===== src/hdl/ldc_regs.svh =====
`ifndef LDC_REGS_SVH
`define LDC_REGS_SVH

// register offsets
`define LDC_OFS_CONTROL 8'h00
`define LDC_OFS_KEYPAD 8'h01
`define LDC_OFS_KEY_LIMIT 8'h02
`define LDC_OFS_BL_CONTROL 8'h03
`define LDC_OFS_PRI_CODE 8'h04
`define LDC_OFS_SEC_CODE 8'h05
`define LDC_OFS_PIN_CONTROL 8'h06
`define LDC_OFS_EXT_GATE 8'h2b

// control register fields
`define LDC_CTL_OUT_A_ON 0
`define LDC_CTL_OUT_B_ON 1
`define LDC_CTL_OUT_C_ON 2
`define LDC_CTL_KEYPAD_EN 3
`define LDC_CTL_INT_PWM 4
`define LDC_CTL_MODE 5
`define LDC_CTL_RESET 8'h20

// keypad register fields
`define LDC_KP_OVERLAP 0
`define LDC_KP_BRIGHT_LSB 1
`define LDC_KP_BALANCE_LSB 4

// limit fields
`define LDC_LIM_A_LSB 4
`define LDC_LIM_B_LSB 2
`define LDC_LIM_C_LSB 0

// backlight control fields
`define LDC_BL_SEC_EN 0
`define LDC_BL_PRI_EN 1
`define LDC_BL_SHARED 2
`define LDC_BL_FADE_EN 3
`define LDC_BL_FADE_SEL 4
`define LDC_BL_SLOPE 5

// pin control and gate select fields
`define LDC_PIN_PWM_EN 4
`define LDC_EG_A 0
`define LDC_EG_B 1
`define LDC_EG_C 2
`define LDC_EG_PRI 3
`define LDC_EG_SEC 4

// timing
`define LDC_CLK_NS 50
`define LDC_FRAME_NS 50000
`define LDC_FRAME_CYC (`LDC_FRAME_NS / `LDC_CLK_NS)
`define LDC_FADE_STEPS 255
`define LDC_FADE_SLOW_NS 1300000000
`define LDC_FADE_FAST_NS 650000000
`define LDC_FADE_SLOW_CYC (`LDC_FADE_SLOW_NS / `LDC_CLK_NS / `LDC_FADE_STEPS)
`define LDC_FADE_FAST_CYC (`LDC_FADE_FAST_NS / `LDC_CLK_NS / `LDC_FADE_STEPS)

`endif


===== src/hdl/ldc_pkg.sv =====
package ldc_pkg;
   typedef logic [7:0] ldc_byte_t;
   typedef logic [7:0] ldc_code_t;
   // slot shares in twelfths of the active window
   typedef struct packed {
      logic [3:0] a;
      logic [3:0] b;
   } ldc_share_t;
   typedef enum logic [1:0] {
      LDC_KP_OFF = 2'b00,
      LDC_KP_DIRECT = 2'b01,
      LDC_KP_PWM = 2'b11
   } ldc_kp_mode_t;
endpackage


===== src/hdl/ldc_fade_if.sv =====
`timescale 1ns/1ps
interface ldc_fade_if;
   logic [7:0] target;
   logic ramp_en;
   logic slope_fast;
   logic [7:0] value;
   modport engine (
      input target,
      input ramp_en,
      input slope_fast,
      output value
   );
   modport user (
      output target,
      output ramp_en,
      output slope_fast,
      input value
   );
endinterface


===== src/hdl/ldc_fade.sv =====
`timescale 1ns/1ps
`include "ldc_regs.svh"
module ldc_fade
   import ldc_pkg::*;
#(
   parameter int SLOW_CYC = `LDC_FADE_SLOW_CYC,
   parameter int FAST_CYC = `LDC_FADE_FAST_CYC
) (
   // clock and reset
   input wire logic mclk,
   input wire logic sys_rst,
   input wire logic clk_en,
   // ramp control
   ldc_fade_if.engine fi
);
   logic [16:0] tick_q;
   logic [16:0] limit;
   ldc_code_t val_q;
   logic step;

   assign limit = fi.slope_fast ? 17'(FAST_CYC - 1) : 17'(SLOW_CYC - 1);
   assign step = (tick_q >= limit);
   assign fi.value = val_q;

   ////////////////////////////////////////////////////////////////////////
   // step interval timer, idle while on target
   always_ff @(posedge mclk) begin
      if (sys_rst) begin
         tick_q <= 17'h00000;
      end else if (clk_en) begin
         if (!fi.ramp_en || val_q == fi.target || step) begin
            tick_q <= 17'h00000;
         end else begin
            tick_q <= tick_q + 17'h00001;
         end
      end
   end

   ////////////////////////////////////////////////////////////////////////
   // one count per interval toward target
   always_ff @(posedge mclk) begin
      if (sys_rst) begin
         val_q <= 8'h00;
      end else if (clk_en) begin
         if (!fi.ramp_en) begin
            val_q <= fi.target;
         end else if (step && val_q < fi.target) begin
            val_q <= val_q + 8'h01;
         end else if (step && val_q > fi.target) begin
            val_q <= val_q - 8'h01;
         end
      end
   end
endmodule


===== src/hdl/ldc_top.sv =====
`timescale 1ns/1ps
`include "ldc_regs.svh"
module ldc_top
   import ldc_pkg::*;
#(
   parameter int FRAME_CYC = `LDC_FRAME_CYC,
   parameter int FADE_SLOW_CYC = `LDC_FADE_SLOW_CYC,
   parameter int FADE_FAST_CYC = `LDC_FADE_FAST_CYC
) (
   // clock, reset, enable
   input wire logic mclk,
   input wire logic sys_rst,
   input wire logic clk_en,
   // register port from the serial engine
   input wire logic [7:0] reg_addr,
   input wire logic [7:0] reg_wdata,
   input wire logic reg_wr,
   output logic [7:0] reg_rdata,
   // external pwm pin level
   input wire logic ext_pwm_in,
   // keypad outputs
   output logic keypad_out_a,
   output logic keypad_out_b,
   output logic keypad_out_c,
   output logic keypad_switch_mode,
   output logic [1:0] out_a_limit,
   output logic [1:0] out_b_limit,
   output logic [1:0] out_c_limit,
   // backlight outputs
   output logic [7:0] primary_dac_code,
   output logic [7:0] secondary_dac_code,
   output logic primary_sink_on,
   output logic secondary_sink_on
);
   ldc_byte_t control_q;
   ldc_byte_t keypad_q;
   ldc_byte_t keypad_current_limit_q;
   ldc_byte_t backlight_control_q;
   ldc_code_t primary_current_code_q;
   ldc_code_t secondary_current_code_q;
   ldc_byte_t pin_control_q;
   ldc_byte_t ext_gate_q;

   logic [9:0] frame_q;
   logic [13:0] win_len;
   logic [13:0] pos12;
   logic [13:0] edge_ab;
   logic [13:0] edge_bc;
   logic [13:0] edge_end;
   logic [2:0] bright;
   ldc_share_t share;
   logic [2:0] sw_bits;
   logic [2:0] wave;
   logic [2:0] ext_sel;
   logic [2:0] key_d;
   logic pin_pwm_en;
   ldc_kp_mode_t kp_mode;
   logic shared;
   logic fade_en;
   logic fade_sel;
   logic pri_gate;
   logic sec_gate;
   logic [7:0] sec_code;

   ldc_fade_if pri_fi ();
   ldc_fade_if sec_fi ();

   ////////////////////////////////////////////////////////////////////////
   // register writes
   always_ff @(posedge mclk) begin
      if (sys_rst) begin
         control_q <= `LDC_CTL_RESET;
         keypad_q <= 8'h00;
         keypad_current_limit_q <= 8'h00;
         backlight_control_q <= 8'h00;
         primary_current_code_q <= 8'h00;
         secondary_current_code_q <= 8'h00;
         pin_control_q <= 8'h00;
         ext_gate_q <= 8'h00;
      end else if (clk_en && reg_wr) begin
         case (reg_addr)
            `LDC_OFS_CONTROL: control_q <= reg_wdata & 8'h3f;
            `LDC_OFS_KEYPAD: keypad_q <= reg_wdata & 8'h7f;
            `LDC_OFS_KEY_LIMIT: begin
               keypad_current_limit_q <= reg_wdata & 8'h3f;
            end
            `LDC_OFS_BL_CONTROL: begin
               backlight_control_q <= reg_wdata & 8'h3f;
            end
            `LDC_OFS_PRI_CODE: primary_current_code_q <= reg_wdata;
            `LDC_OFS_SEC_CODE: begin
               secondary_current_code_q <= reg_wdata;
            end
            `LDC_OFS_PIN_CONTROL: pin_control_q <= reg_wdata & 8'h17;
            `LDC_OFS_EXT_GATE: ext_gate_q <= reg_wdata & 8'h1f;
            default: ;
         endcase
      end
   end

   ////////////////////////////////////////////////////////////////////////
   // register reads, unmapped reads zero
   always_ff @(posedge mclk) begin
      if (sys_rst) begin
         reg_rdata <= 8'h00;
      end else if (clk_en) begin
         case (reg_addr)
            `LDC_OFS_CONTROL: reg_rdata <= control_q;
            `LDC_OFS_KEYPAD: reg_rdata <= keypad_q;
            `LDC_OFS_KEY_LIMIT: reg_rdata <= keypad_current_limit_q;
            `LDC_OFS_BL_CONTROL: reg_rdata <= backlight_control_q;
            `LDC_OFS_PRI_CODE: reg_rdata <= primary_current_code_q;
            `LDC_OFS_SEC_CODE: reg_rdata <= secondary_current_code_q;
            `LDC_OFS_PIN_CONTROL: reg_rdata <= pin_control_q;
            `LDC_OFS_EXT_GATE: reg_rdata <= ext_gate_q;
            default: reg_rdata <= 8'h00;
         endcase
      end
   end

   ////////////////////////////////////////////////////////////////////////
   // keypad mode decode
   assign sw_bits = {control_q[`LDC_CTL_OUT_C_ON],
                     control_q[`LDC_CTL_OUT_B_ON],
                     control_q[`LDC_CTL_OUT_A_ON]};
   assign pin_pwm_en = pin_control_q[`LDC_PIN_PWM_EN];
   assign bright = keypad_q[`LDC_KP_BRIGHT_LSB +: 3];

   always_comb begin
      if (!control_q[`LDC_CTL_KEYPAD_EN]) begin
         kp_mode = LDC_KP_OFF;
      end else if (control_q[`LDC_CTL_INT_PWM]) begin
         kp_mode = LDC_KP_PWM;
      end else begin
         kp_mode = LDC_KP_DIRECT;
      end
   end

   ////////////////////////////////////////////////////////////////////////
   // pwm frame counter, one frame per 50 us
   always_ff @(posedge mclk) begin
      if (sys_rst) begin
         frame_q <= 10'h000;
      end else if (clk_en) begin
         if (frame_q == 10'(FRAME_CYC - 1)) begin
            frame_q <= 10'h000;
         end else begin
            frame_q <= frame_q + 10'h001;
         end
      end
   end

   ////////////////////////////////////////////////////////////////////////
   // active window: 1/64 doubling to whole frame
   always_comb begin
      if (bright == 3'h0) begin
         win_len = 14'h0000;
      end else begin
         win_len = 14'(FRAME_CYC) >> (3'h7 - bright);
      end
   end

   // balance shares in twelfths
   always_comb begin
      case (keypad_q[`LDC_KP_BALANCE_LSB +: 3])
         3'h0: share = '{a: 4'hc, b: 4'h0};
         3'h1: share = '{a: 4'h0, b: 4'hc};
         3'h2: share = '{a: 4'h0, b: 4'h0};
         3'h3: share = '{a: 4'h6, b: 4'h6};
         3'h4: share = '{a: 4'h0, b: 4'h6};
         3'h5: share = '{a: 4'h6, b: 4'h0};
         3'h6: share = '{a: 4'h4, b: 4'h4};
         3'h7: share = '{a: 4'h6, b: 4'h3};
         default: share = '{a: 4'h0, b: 4'h0};
      endcase
   end

   // slot edges scaled by the window, compared in twelfths
   assign pos12 = 14'(frame_q) * 14'd12;
   assign edge_ab = 14'(share.a) * win_len;
   assign edge_bc = 14'(share.a + share.b) * win_len;
   assign edge_end = 14'd12 * win_len;

   always_comb begin
      if (keypad_q[`LDC_KP_OVERLAP]) begin
         wave = {3{pos12 < edge_end}};
      end else begin
         wave[0] = pos12 < edge_ab;
         wave[1] = (pos12 >= edge_ab) && (pos12 < edge_bc);
         wave[2] = (pos12 >= edge_bc) && (pos12 < edge_end);
      end
   end

   ////////////////////////////////////////////////////////////////////////
   // output combine with external gating
   assign ext_sel = ext_gate_q[`LDC_EG_C:`LDC_EG_A] & {3{pin_pwm_en}};

   always_comb begin
      for (int i = 0; i < 3; i++) begin
         case (kp_mode)
            LDC_KP_DIRECT: key_d[i] = sw_bits[i] &
                                     (!ext_sel[i] || ext_pwm_in);
            LDC_KP_PWM: key_d[i] = sw_bits[i] & wave[i] &
                                  (!ext_sel[i] || ext_pwm_in);
            default: key_d[i] = 1'b0;
         endcase
      end
   end

   always_ff @(posedge mclk) begin
      if (sys_rst) begin
         keypad_out_a <= 1'b0;
         keypad_out_b <= 1'b0;
         keypad_out_c <= 1'b0;
      end else if (clk_en) begin
         keypad_out_a <= key_d[0];
         keypad_out_b <= key_d[1];
         keypad_out_c <= key_d[2];
      end
   end

   // sink mode and per-output limits
   assign keypad_switch_mode = control_q[`LDC_CTL_MODE];
   assign out_a_limit = keypad_current_limit_q[`LDC_LIM_A_LSB +: 2];
   assign out_b_limit = keypad_current_limit_q[`LDC_LIM_B_LSB +: 2];
   assign out_c_limit = keypad_current_limit_q[`LDC_LIM_C_LSB +: 2];

   ////////////////////////////////////////////////////////////////////////
   // backlight fade engines
   assign shared = backlight_control_q[`LDC_BL_SHARED];
   assign fade_en = backlight_control_q[`LDC_BL_FADE_EN];
   assign fade_sel = backlight_control_q[`LDC_BL_FADE_SEL];

   assign pri_fi.target = primary_current_code_q;
   assign pri_fi.ramp_en = fade_en && !fade_sel;
   assign pri_fi.slope_fast = backlight_control_q[`LDC_BL_SLOPE];
   assign sec_fi.target = shared ? primary_current_code_q
                                 : secondary_current_code_q;
   assign sec_fi.ramp_en = fade_en && fade_sel;
   assign sec_fi.slope_fast = backlight_control_q[`LDC_BL_SLOPE];

   ldc_fade #(
      .SLOW_CYC(FADE_SLOW_CYC),
      .FAST_CYC(FADE_FAST_CYC)
   ) u_pri_fade (
      .mclk(mclk),
      .sys_rst(sys_rst),
      .clk_en(clk_en),
      .fi(pri_fi)
   );

   ldc_fade #(
      .SLOW_CYC(FADE_SLOW_CYC),
      .FAST_CYC(FADE_FAST_CYC)
   ) u_sec_fade (
      .mclk(mclk),
      .sys_rst(sys_rst),
      .clk_en(clk_en),
      .fi(sec_fi)
   );

   // shared with select zero: primary ramp drives both
   assign sec_code = (shared && !fade_sel) ? pri_fi.value : sec_fi.value;

   ////////////////////////////////////////////////////////////////////////
   // backlight sink enables and gating
   assign pri_gate = !(ext_gate_q[`LDC_EG_PRI] && pin_pwm_en) || ext_pwm_in;
   assign sec_gate = !(ext_gate_q[`LDC_EG_SEC] && pin_pwm_en) || ext_pwm_in;

   always_ff @(posedge mclk) begin
      if (sys_rst) begin
         primary_dac_code <= 8'h00;
         secondary_dac_code <= 8'h00;
         primary_sink_on <= 1'b0;
         secondary_sink_on <= 1'b0;
      end else if (clk_en) begin
         primary_dac_code <= pri_fi.value;
         secondary_dac_code <= sec_code;
         primary_sink_on <= backlight_control_q[`LDC_BL_PRI_EN] &&
                            pri_gate;
         secondary_sink_on <= backlight_control_q[`LDC_BL_SEC_EN] &&
                              sec_gate;
      end
   end
endmodule


===== config.mk =====
export PLATFORM = sky130hd
export DESIGN_NAME = ldc_top
export DESIGN_NICKNAME = d
export VERILOG_FILES = /design/src/hdl/ldc_pkg.sv /design/src/hdl/ldc_fade_if.sv /design/src/hdl/ldc_fade.sv /design/src/hdl/ldc_top.sv
export VERILOG_INCLUDE_DIRS = /design/src /design/src/hdl
export SDC_FILE = /design/constraint.sdc
export NUM_CORES = 1
export LEC_CHECK = 0
export BUFFER_PORTS_ARGS = -buffer_cell sky130_fd_sc_hd__buf_2
export CAP_MARGIN = 0
export CORE_ASPECT_RATIO = 1.5
export CORE_MARGIN = 1.5
export CORE_UTILIZATION = 55
export CTS_CLUSTER_DIAMETER = 150
export DETAILED_ROUTE_END_ITERATION = 7
export PLACE_DENSITY_LB_ADDON = 0.05
export REMOVE_ABC_BUFFERS = 1
export SYNTH_ARGS = -nofsm -noshare
export SYNTH_HDL_FRONTEND = slang
export SYNTH_HIERARCHICAL = 1
export SYNTH_SLANG_ARGS = --single-unit

===== constraint.sdc =====
create_clock -name mclk -period 13.3 [get_ports mclk]
set_clock_uncertainty 0.15 [all_clocks]
set_input_delay 1.995 -clock mclk [delete_from_list [all_inputs] [get_ports mclk]]
set_output_delay 1.995 -clock mclk [all_outputs]
set_load 0.05 [all_outputs]

* After elaboration in Yosys (flattened, before gate mapping)
Memory sizes are Yosys's and may differ from the RTL's. A register that Yosys moved wholly into a read port is not among the register bits.
Index checks and enable logic that the tools add are counted.
** Cells by class
- Equality and inequality tests :: 14
- Shifts and indexed selects :: 1
- Reductions and logical operators :: 43
- Bitwise gates (word level) :: 10
- Muxes and demuxes :: 22
- Order comparisons :: 11
- Add/sub/neg operators :: 9
- Multipliers :: 4
** Operators with widths (count)
- 8-bit two-way mux :: 8
- 8-bit case mux with 8 select lines :: 1
- 17-bit two-way mux :: 3
- 14-bit < comparator :: 3
- 17-bit by 1-bit adder with 17-bit output (second input constant) :: 2
- 17-bit greater-or-equal comparator :: 2
- 14-bit greater-or-equal comparator :: 2
- 8-bit by 3-bit == test with 1-bit output (second input constant) :: 3
- 2-bit AND reduction :: 10
- 8-bit by 1-bit adder with 8-bit output (second input constant) :: 2
- 8-bit by 2-bit == test with 1-bit output (second input constant) :: 2
- 8-bit == test :: 2
- 8-bit greater-than comparator :: 2
- 8-bit < comparator :: 2
- 8-bit by 1-bit subtractor with 8-bit output (second input constant) :: 2
- 1-bit logical AND :: 14
- 2-bit by 14-bit multiplier with 12-bit output (first input constant) :: 1
- 4-bit by 14-bit multiplier with 14-bit output :: 1
- 5-bit by 14-bit multiplier with 14-bit output :: 1
- 14-bit two-way mux :: 1
- 10-bit by 3-bit >> shifter with 14-bit output (first input constant) :: 1
- 10-bit by 2-bit multiplier with 12-bit output (second input constant) :: 1
- 10-bit by 1-bit adder with 10-bit output (second input constant) :: 1
- 10-bit == test (second input constant) :: 1
- 17 further kinds :: 46
** Storage, ports and cells
- Register bits after elaboration :: 139
- ROM bits :: 56
- Input bits :: 21
- Memories :: 1
** Memory list
- (name not given) :: depth 8, width 7, rd ports 1, clocked after memory_dff 1, write ports 0, line ldc_top.sv:165 : case (keypad_q[`LDC_KP_BALANCE_LSB +: 3])

* Depth between registers and ports, before layout
- Depth in word-level cells :: 10
- Mapped depth :: 25
- Depth with buffers taken out :: 23

* Modules after synthesis
Netlist, hierarchy kept.
** Modules (own cells, without submodules)
- ldc_top :: area an instance 8222.9 um^2, times used 1, cells each 942
- ldc_fade :: area an instance 1901.8 um^2, times used 2, cells each 219

* Least setup slack after synthesis
Ideal clock, no wire load.
- Path kind :: register to register
- From :: register share[1] (netlist name)
- To :: register keypad_out_b
- Arrival time :: 5984 ps
- Library setup time :: 91 ps
- Cell stages (with the launch flop) :: 22
- Period minus slack after synthesis :: 6225 ps
- Required time :: 13059 ps
- Path slack :: 7075 ps
- Path through :: dfxtp_1 > ha_1 > fa_1 > xnor2_1 > or3_1 > fa_1 > fa_1 > fa_1 > inv_1 > ha_1 > o21ai_0 > o21ai_0 > a2111o_1 > a221oi_1 > o21ai_0 > xnor2_1 > ha_1 > a221o_1 > a2111oi_0 > o21ai_0 > nand2b_1 > a311oi_1
** Between the ends
- Longest elaborated chain between the ends :: 8
** Ends and longest elaborated chain
- 4-bit by 4-bit adder with 5-bit output :: line ldc_top.sv:181 : assign edge_bc = 14'(share.a + share.b) * win_len;
- 5-bit by 14-bit multiplier with 14-bit output :: line ldc_top.sv:181
- 14-bit < comparator :: line ldc_top.sv:189 : wave[1] = (pos12 >= edge_ab) && (pos12 < edge_bc);
- 1-bit logical AND :: line ldc_top.sv:189
- 3-bit two-way mux :: line ldc_top.sv:185 : if (keypad_q[`LDC_KP_OVERLAP]) begin
- 1-bit AND (2 in series) :: line ldc_top.sv:203 : LDC_KP_PWM: key_d[i] = sw_bits[i] & wave[i] &
- 1-bit case mux with 2 select lines :: line ldc_top.sv:200 : case (kp_mode)
- end signal, assigned :: line ldc_top.sv:217 : keypad_out_b <= key_d[1];
- end, declared :: line ldc_top.sv:23 : output logic keypad_out_b,
No other way between the ends.
A chain may end at the register's enable or synchronous reset.

* Worst setup path after layout
- From :: register keypad_q[3]
- To :: register keypad_out_b
** Between the ends
- Longest elaborated chain between the ends :: 10
** Ends and longest elaborated chain
- start, declared :: line ldc_top.sv:36 : ldc_byte_t keypad_q;
- start signal, assigned :: line ldc_top.sv:83 : `LDC_OFS_KEYPAD: keypad_q <= reg_wdata & 8'h7f;
- 3-bit subtractor :: line ldc_top.sv:159 : win_len = 14'(FRAME_CYC) >> (3'h7 - bright);
- 10-bit by 3-bit >> shifter with 14-bit output :: line ldc_top.sv:159
- 14-bit two-way mux (*) :: line ldc_top.sv:156 : if (bright == 3'h0) begin
- 4-bit by 14-bit multiplier with 14-bit output / 5-bit by 14-bit multiplier with 14-bit output (equally long branches) :: line ldc_top.sv:180, ldc_top.sv:181
- 14-bit greater-or-equal comparator / 14-bit < comparator (equally long branches) :: line ldc_top.sv:189
- 1-bit logical AND :: line ldc_top.sv:189
- 3-bit two-way mux (*) :: line ldc_top.sv:185
- 1-bit AND (*) (2 in series) :: line ldc_top.sv:203
- 1-bit case mux with 2 select lines (*) :: line ldc_top.sv:200
Mark *: on every way between the ends. The rest lies on a longest branch, timed or not.

==> impl_results.md <==
* Status: finished clean
* DP Wirelength at 23600 um
* Post-CTS setup buffer count at 0
* Slowest CP cell: dfxtp_1
* Max_cap viols at 0
* Total GRT Usage at 27.6%
* 1st-iter DRT viols at 401
* Crit path cell chain: xor2_1 -> nor2_1 -> clkinv_1 -> and2_1 -> fa_1 -> fa_1 -> inv_1 -> fa_1 -> inv_1 -> ha_1 -> o21ai_0 -> o21ai_0 -> a2111o_1 -> a221oi_1 -> o21ai_0 -> xnor2_1 -> ha_1 -> a221o_1 -> a2111oi_0 -> o21ai_0 -> nand2b_1 -> a311oi_1
* Pre-Repair DR Iteration Count at 5
* Multi-input gate area at 8440 um^2
* Synthesized cell area at 12000 um^2
* Number of buffers created by CTS at 17
* Dominant cells by area after synthesis: dfxtp_1, ha_1, mux2i_1, fa_1, nor2_1
* Placed insts at 1661
* Total wire length at 30200 um
* LEAKAGE at 5.95 nW
* Rows at 66
* Setup TNS at 0 ps
* GRT overflow at 0
* Number of global-route vias before repair at 9884
* IO buf count at 56
* Share of synthesized flip-flops with an asynchronous set or reset at 0%
* Drt wl/cell at 17.8 um
* CP Buf/Inv Count at 3
* Register area at 2920 um^2
* Syn Area/Cell at 8.71 um^2
* Synth Warn # at 6
* # clock sinks at 146
* Crit path max-delay family: compound AO/OA/AOI/OAI gates
* Most used DFF post-synth: dfxtp_1
* WP data required at 13480 ps
* Pwr dens at 81.4 nW/um^2
* Post-DRT Antenna Nets at 0
* DRC at 0
* Final critical-path required period at 7460 ps
* Worst Max-Slew Pin Slew at 997 ps
* Antenna Cells at 0
* Cts repair resizes at 0
* Critical path capture point type: register
* Synthesis-to-layout area growth at 8.63%
* Initial Util at 55.8%
* Seq/Total Area, Yosys at 24.3%
* Fin crit share at 56.1%
* Relative slew margins at 33.3%
* Type of origin of the critical path: register
* Via-to-Cell Ratio at 5.83
* Final Max Tran Viols at 0
* CTS tree: yes
* Crit path largest cell delay at 960 ps
* Clock root cell: clkbuf_16
* Post-synth EDFFs at 0
* Longest Clk Path Bufs at 2
* Die X at 124 um
* Yosys reg bits at 146
* Nets at 1616
* Design Power at 1.06 mW
* Most common cell on crit path: o21ai_0
* Non-filler instance count after layout at 1693
* CTS H-tree depth at 4
* Post-CTS Hold Buffers at 0
* Area share of the largest cell type after synthesis at 24.3%
* First-pass GRT wire length at 49100 um
* FMAX at 134 MHz
* Gp weighted congestion at 0.898
* Share of layout cells above drive strength 1 at 10.7%
* Syn Inst Count at 1380
* Die height at 184 um
* Core area at 21600 um^2
* Arrival time worst endpoint at 7640 ps
* Total I/O pin count at 57
* Final setup fails at 0
* Fill count at 2007
* Clock slew at reported path FFs at 60 ps
* Largest net degree at the start of global routing at 63
* VDD IR-drop max at 81.4 uV
* Netlist cell types at 80
* Synth area leader: dfxtp_1
* Kind of critical path: register to register
* Initial antenna violation count at 0
* Hold Crit Class: register to register
* Final number of hold-violating endpoints at 0
* RSZ-0062 raised after global routing: no
* Die ar. at 22800 um^2
* Crit-path max FO at 32
* Clk_lat worst skew at 430 ps
* Vias at 9862
## area by class of cell
type                       instances  area share, %
multi-input combinational       1069           64.6
clock inverter                    12           1.38
sequential                       146           22.4
timing repair buffer              59           2.34
inverter                         115           3.30
clock buffer                      20           3.42
tap                              272           2.60
## per-layer routing
metal / GRT usage [%] / vias to the layer above / wire (um)
li1: - / 4907 / -
met1: 28.5 / 4736 / 11800
met2: 52.8 / 152 / 16300
met3: 3.13 / 67 / 645
met4: 14.9 / 0 / 1450
met5: 0 / - / 0
## power breakdown
part / total, mW / switching (mW) / leakage [nW] / internal [mW]
clock network: 0.515 / 0.195 / 0.301 / 0.320
logic: 0.0992 / 0.0633 / 4.47 / 0.0359
registers: 0.449 / 0.00646 / 1.18 / 0.442
## layout by cell type (no fill, tap or decap), types with 8 or more instances in the layout
| master | netlist | layout |
|---|---|---|
| nand3_1 | 42 | 42 |
| xor2_1 | 47 | 47 |
| ha_1 | 150 | 150 |
| buf_2 | 9 | 55 |
| inv_1 | 114 | 114 |
| o221ai_1 | 11 | 11 |
| nor2b_1 | 19 | 19 |
| nor3_1 | 22 | 22 |
| o311a_1 | 8 | 8 |
| nor2_1 | 169 | 169 |
| mux2i_1 | 75 | 75 |
| a211oi_2 | 8 | 8 |
| a21oi_1 | 58 | 58 |
| o21ai_0 | 34 | 34 |
| o21a_1 | 8 | 8 |
| fa_1 | 37 | 37 |
| and3_1 | 16 | 16 |
| nand2_1 | 93 | 93 |
| clkbuf_16 | 0 | 17 |
| dfxtp_1 | 146 | 146 |
| a211oi_1 | 16 | 16 |
| mux2_2 | 13 | 13 |
| xnor2_1 | 37 | 37 |
| nand2b_1 | 10 | 10 |
| a21o_1 | 18 | 18 |
| and2_1 | 22 | 22 |
| nand4_1 | 19 | 19 |
## worst paths after layout
kind	endpoint	cells past startpoint	start	slack, ps
worst max-delay path	keypad_out_b	22	keypad_q[3]	5840
worst min-delay path	reg_rdata[2]	2	reg_rdata[2]	310
worst max register to register	keypad_out_b	22	keypad_q[3]	5840
worst min register to register	reg_rdata[2]	2	reg_rdata[2]	310
## stage by stage
step,util (%),hold slack (ps),setup slack (ps),area (um^2)
floorplan,-,314,6910,11800
global placement,57.7,292,6220,12400
detailed placement,57.7,303,5850,12400
CTS,60.6,318,5830,13100
global route,60.6,341,5310,13100
finish,60.6,312,5840,13100
## cell usage after synthesis (8+ instances only)
master and count:
nor2_1 169, ha_1 150, dfxtp_1 146, inv_1 114, nand2_1 93, mux2i_1 75
a21oi_1 58, xor2_1 47, nand3_1 42, fa_1 37, xnor2_1 37, o21ai_0 34
clkbuf_1 28, and2_1 22, nor3_1 22, nand4_1 19, nor2b_1 19, a21o_1 18
a211oi_1 16, and3_1 16, mux2_2 13, o221ai_1 11, nand2b_1 10, buf_2 9
a211oi_2 8, o21a_1 8, o311a_1 8
## flip-flops by register name (all words and copies together) (netlist names), 4 cells and up
| signal | cells |
|---|---|
| pri_fi.target | 8 |
| keypad_q | 7 |
| u_pri_fade/tick_q | 17 |
| u_pri_fade/fi.value | 8 |
| u_sec_fade/tick_q | 17 |
| primary_dac_code | 8 |
| frame_q | 10 |
| secondary_current_code_q | 8 |
| pin_control_q | 4 |
| ext_gate_q | 5 |
| keypad_current_limit_q | 6 |
| reg_rdata | 8 |
| secondary_dac_code | 8 |
| share | 7 |
| backlight_control_q | 6 |
| u_sec_fade/fi.value | 8 |
| control_q | 6 |
## worst register-to-register path, cell delays in order, from the launching register on
cell and delay [ps]:
dfxtp_1 960, xor2_1 290, nor2_1 290, clkinv_1 320, and2_1 280, fa_1 470
fa_1 550, inv_1 50, fa_1 520, inv_1 40, ha_1 320, o21ai_0 90
o21ai_0 150, a2111o_1 440, a221oi_1 390, o21ai_0 190, xnor2_1 160, ha_1 310
a221o_1 350, a2111oi_0 370, o21ai_0 210, nand2b_1 180, a311oi_1 290
## kinds of logic after synthesis
kind of cell               after synthesis  share of synthesized area, %
AOI/OAI and AO/OA                      241                          14.6
and+or+nand+nor                        464                          19.3
adders and majority gates              187                          21.8
buffers and inverters                  165                          5.53
DFF                                    146                          24.3
xor gates and xnor gates                84                          6.12
muxes                                   93                          8.32
Power figures use the tool's default switching activity.
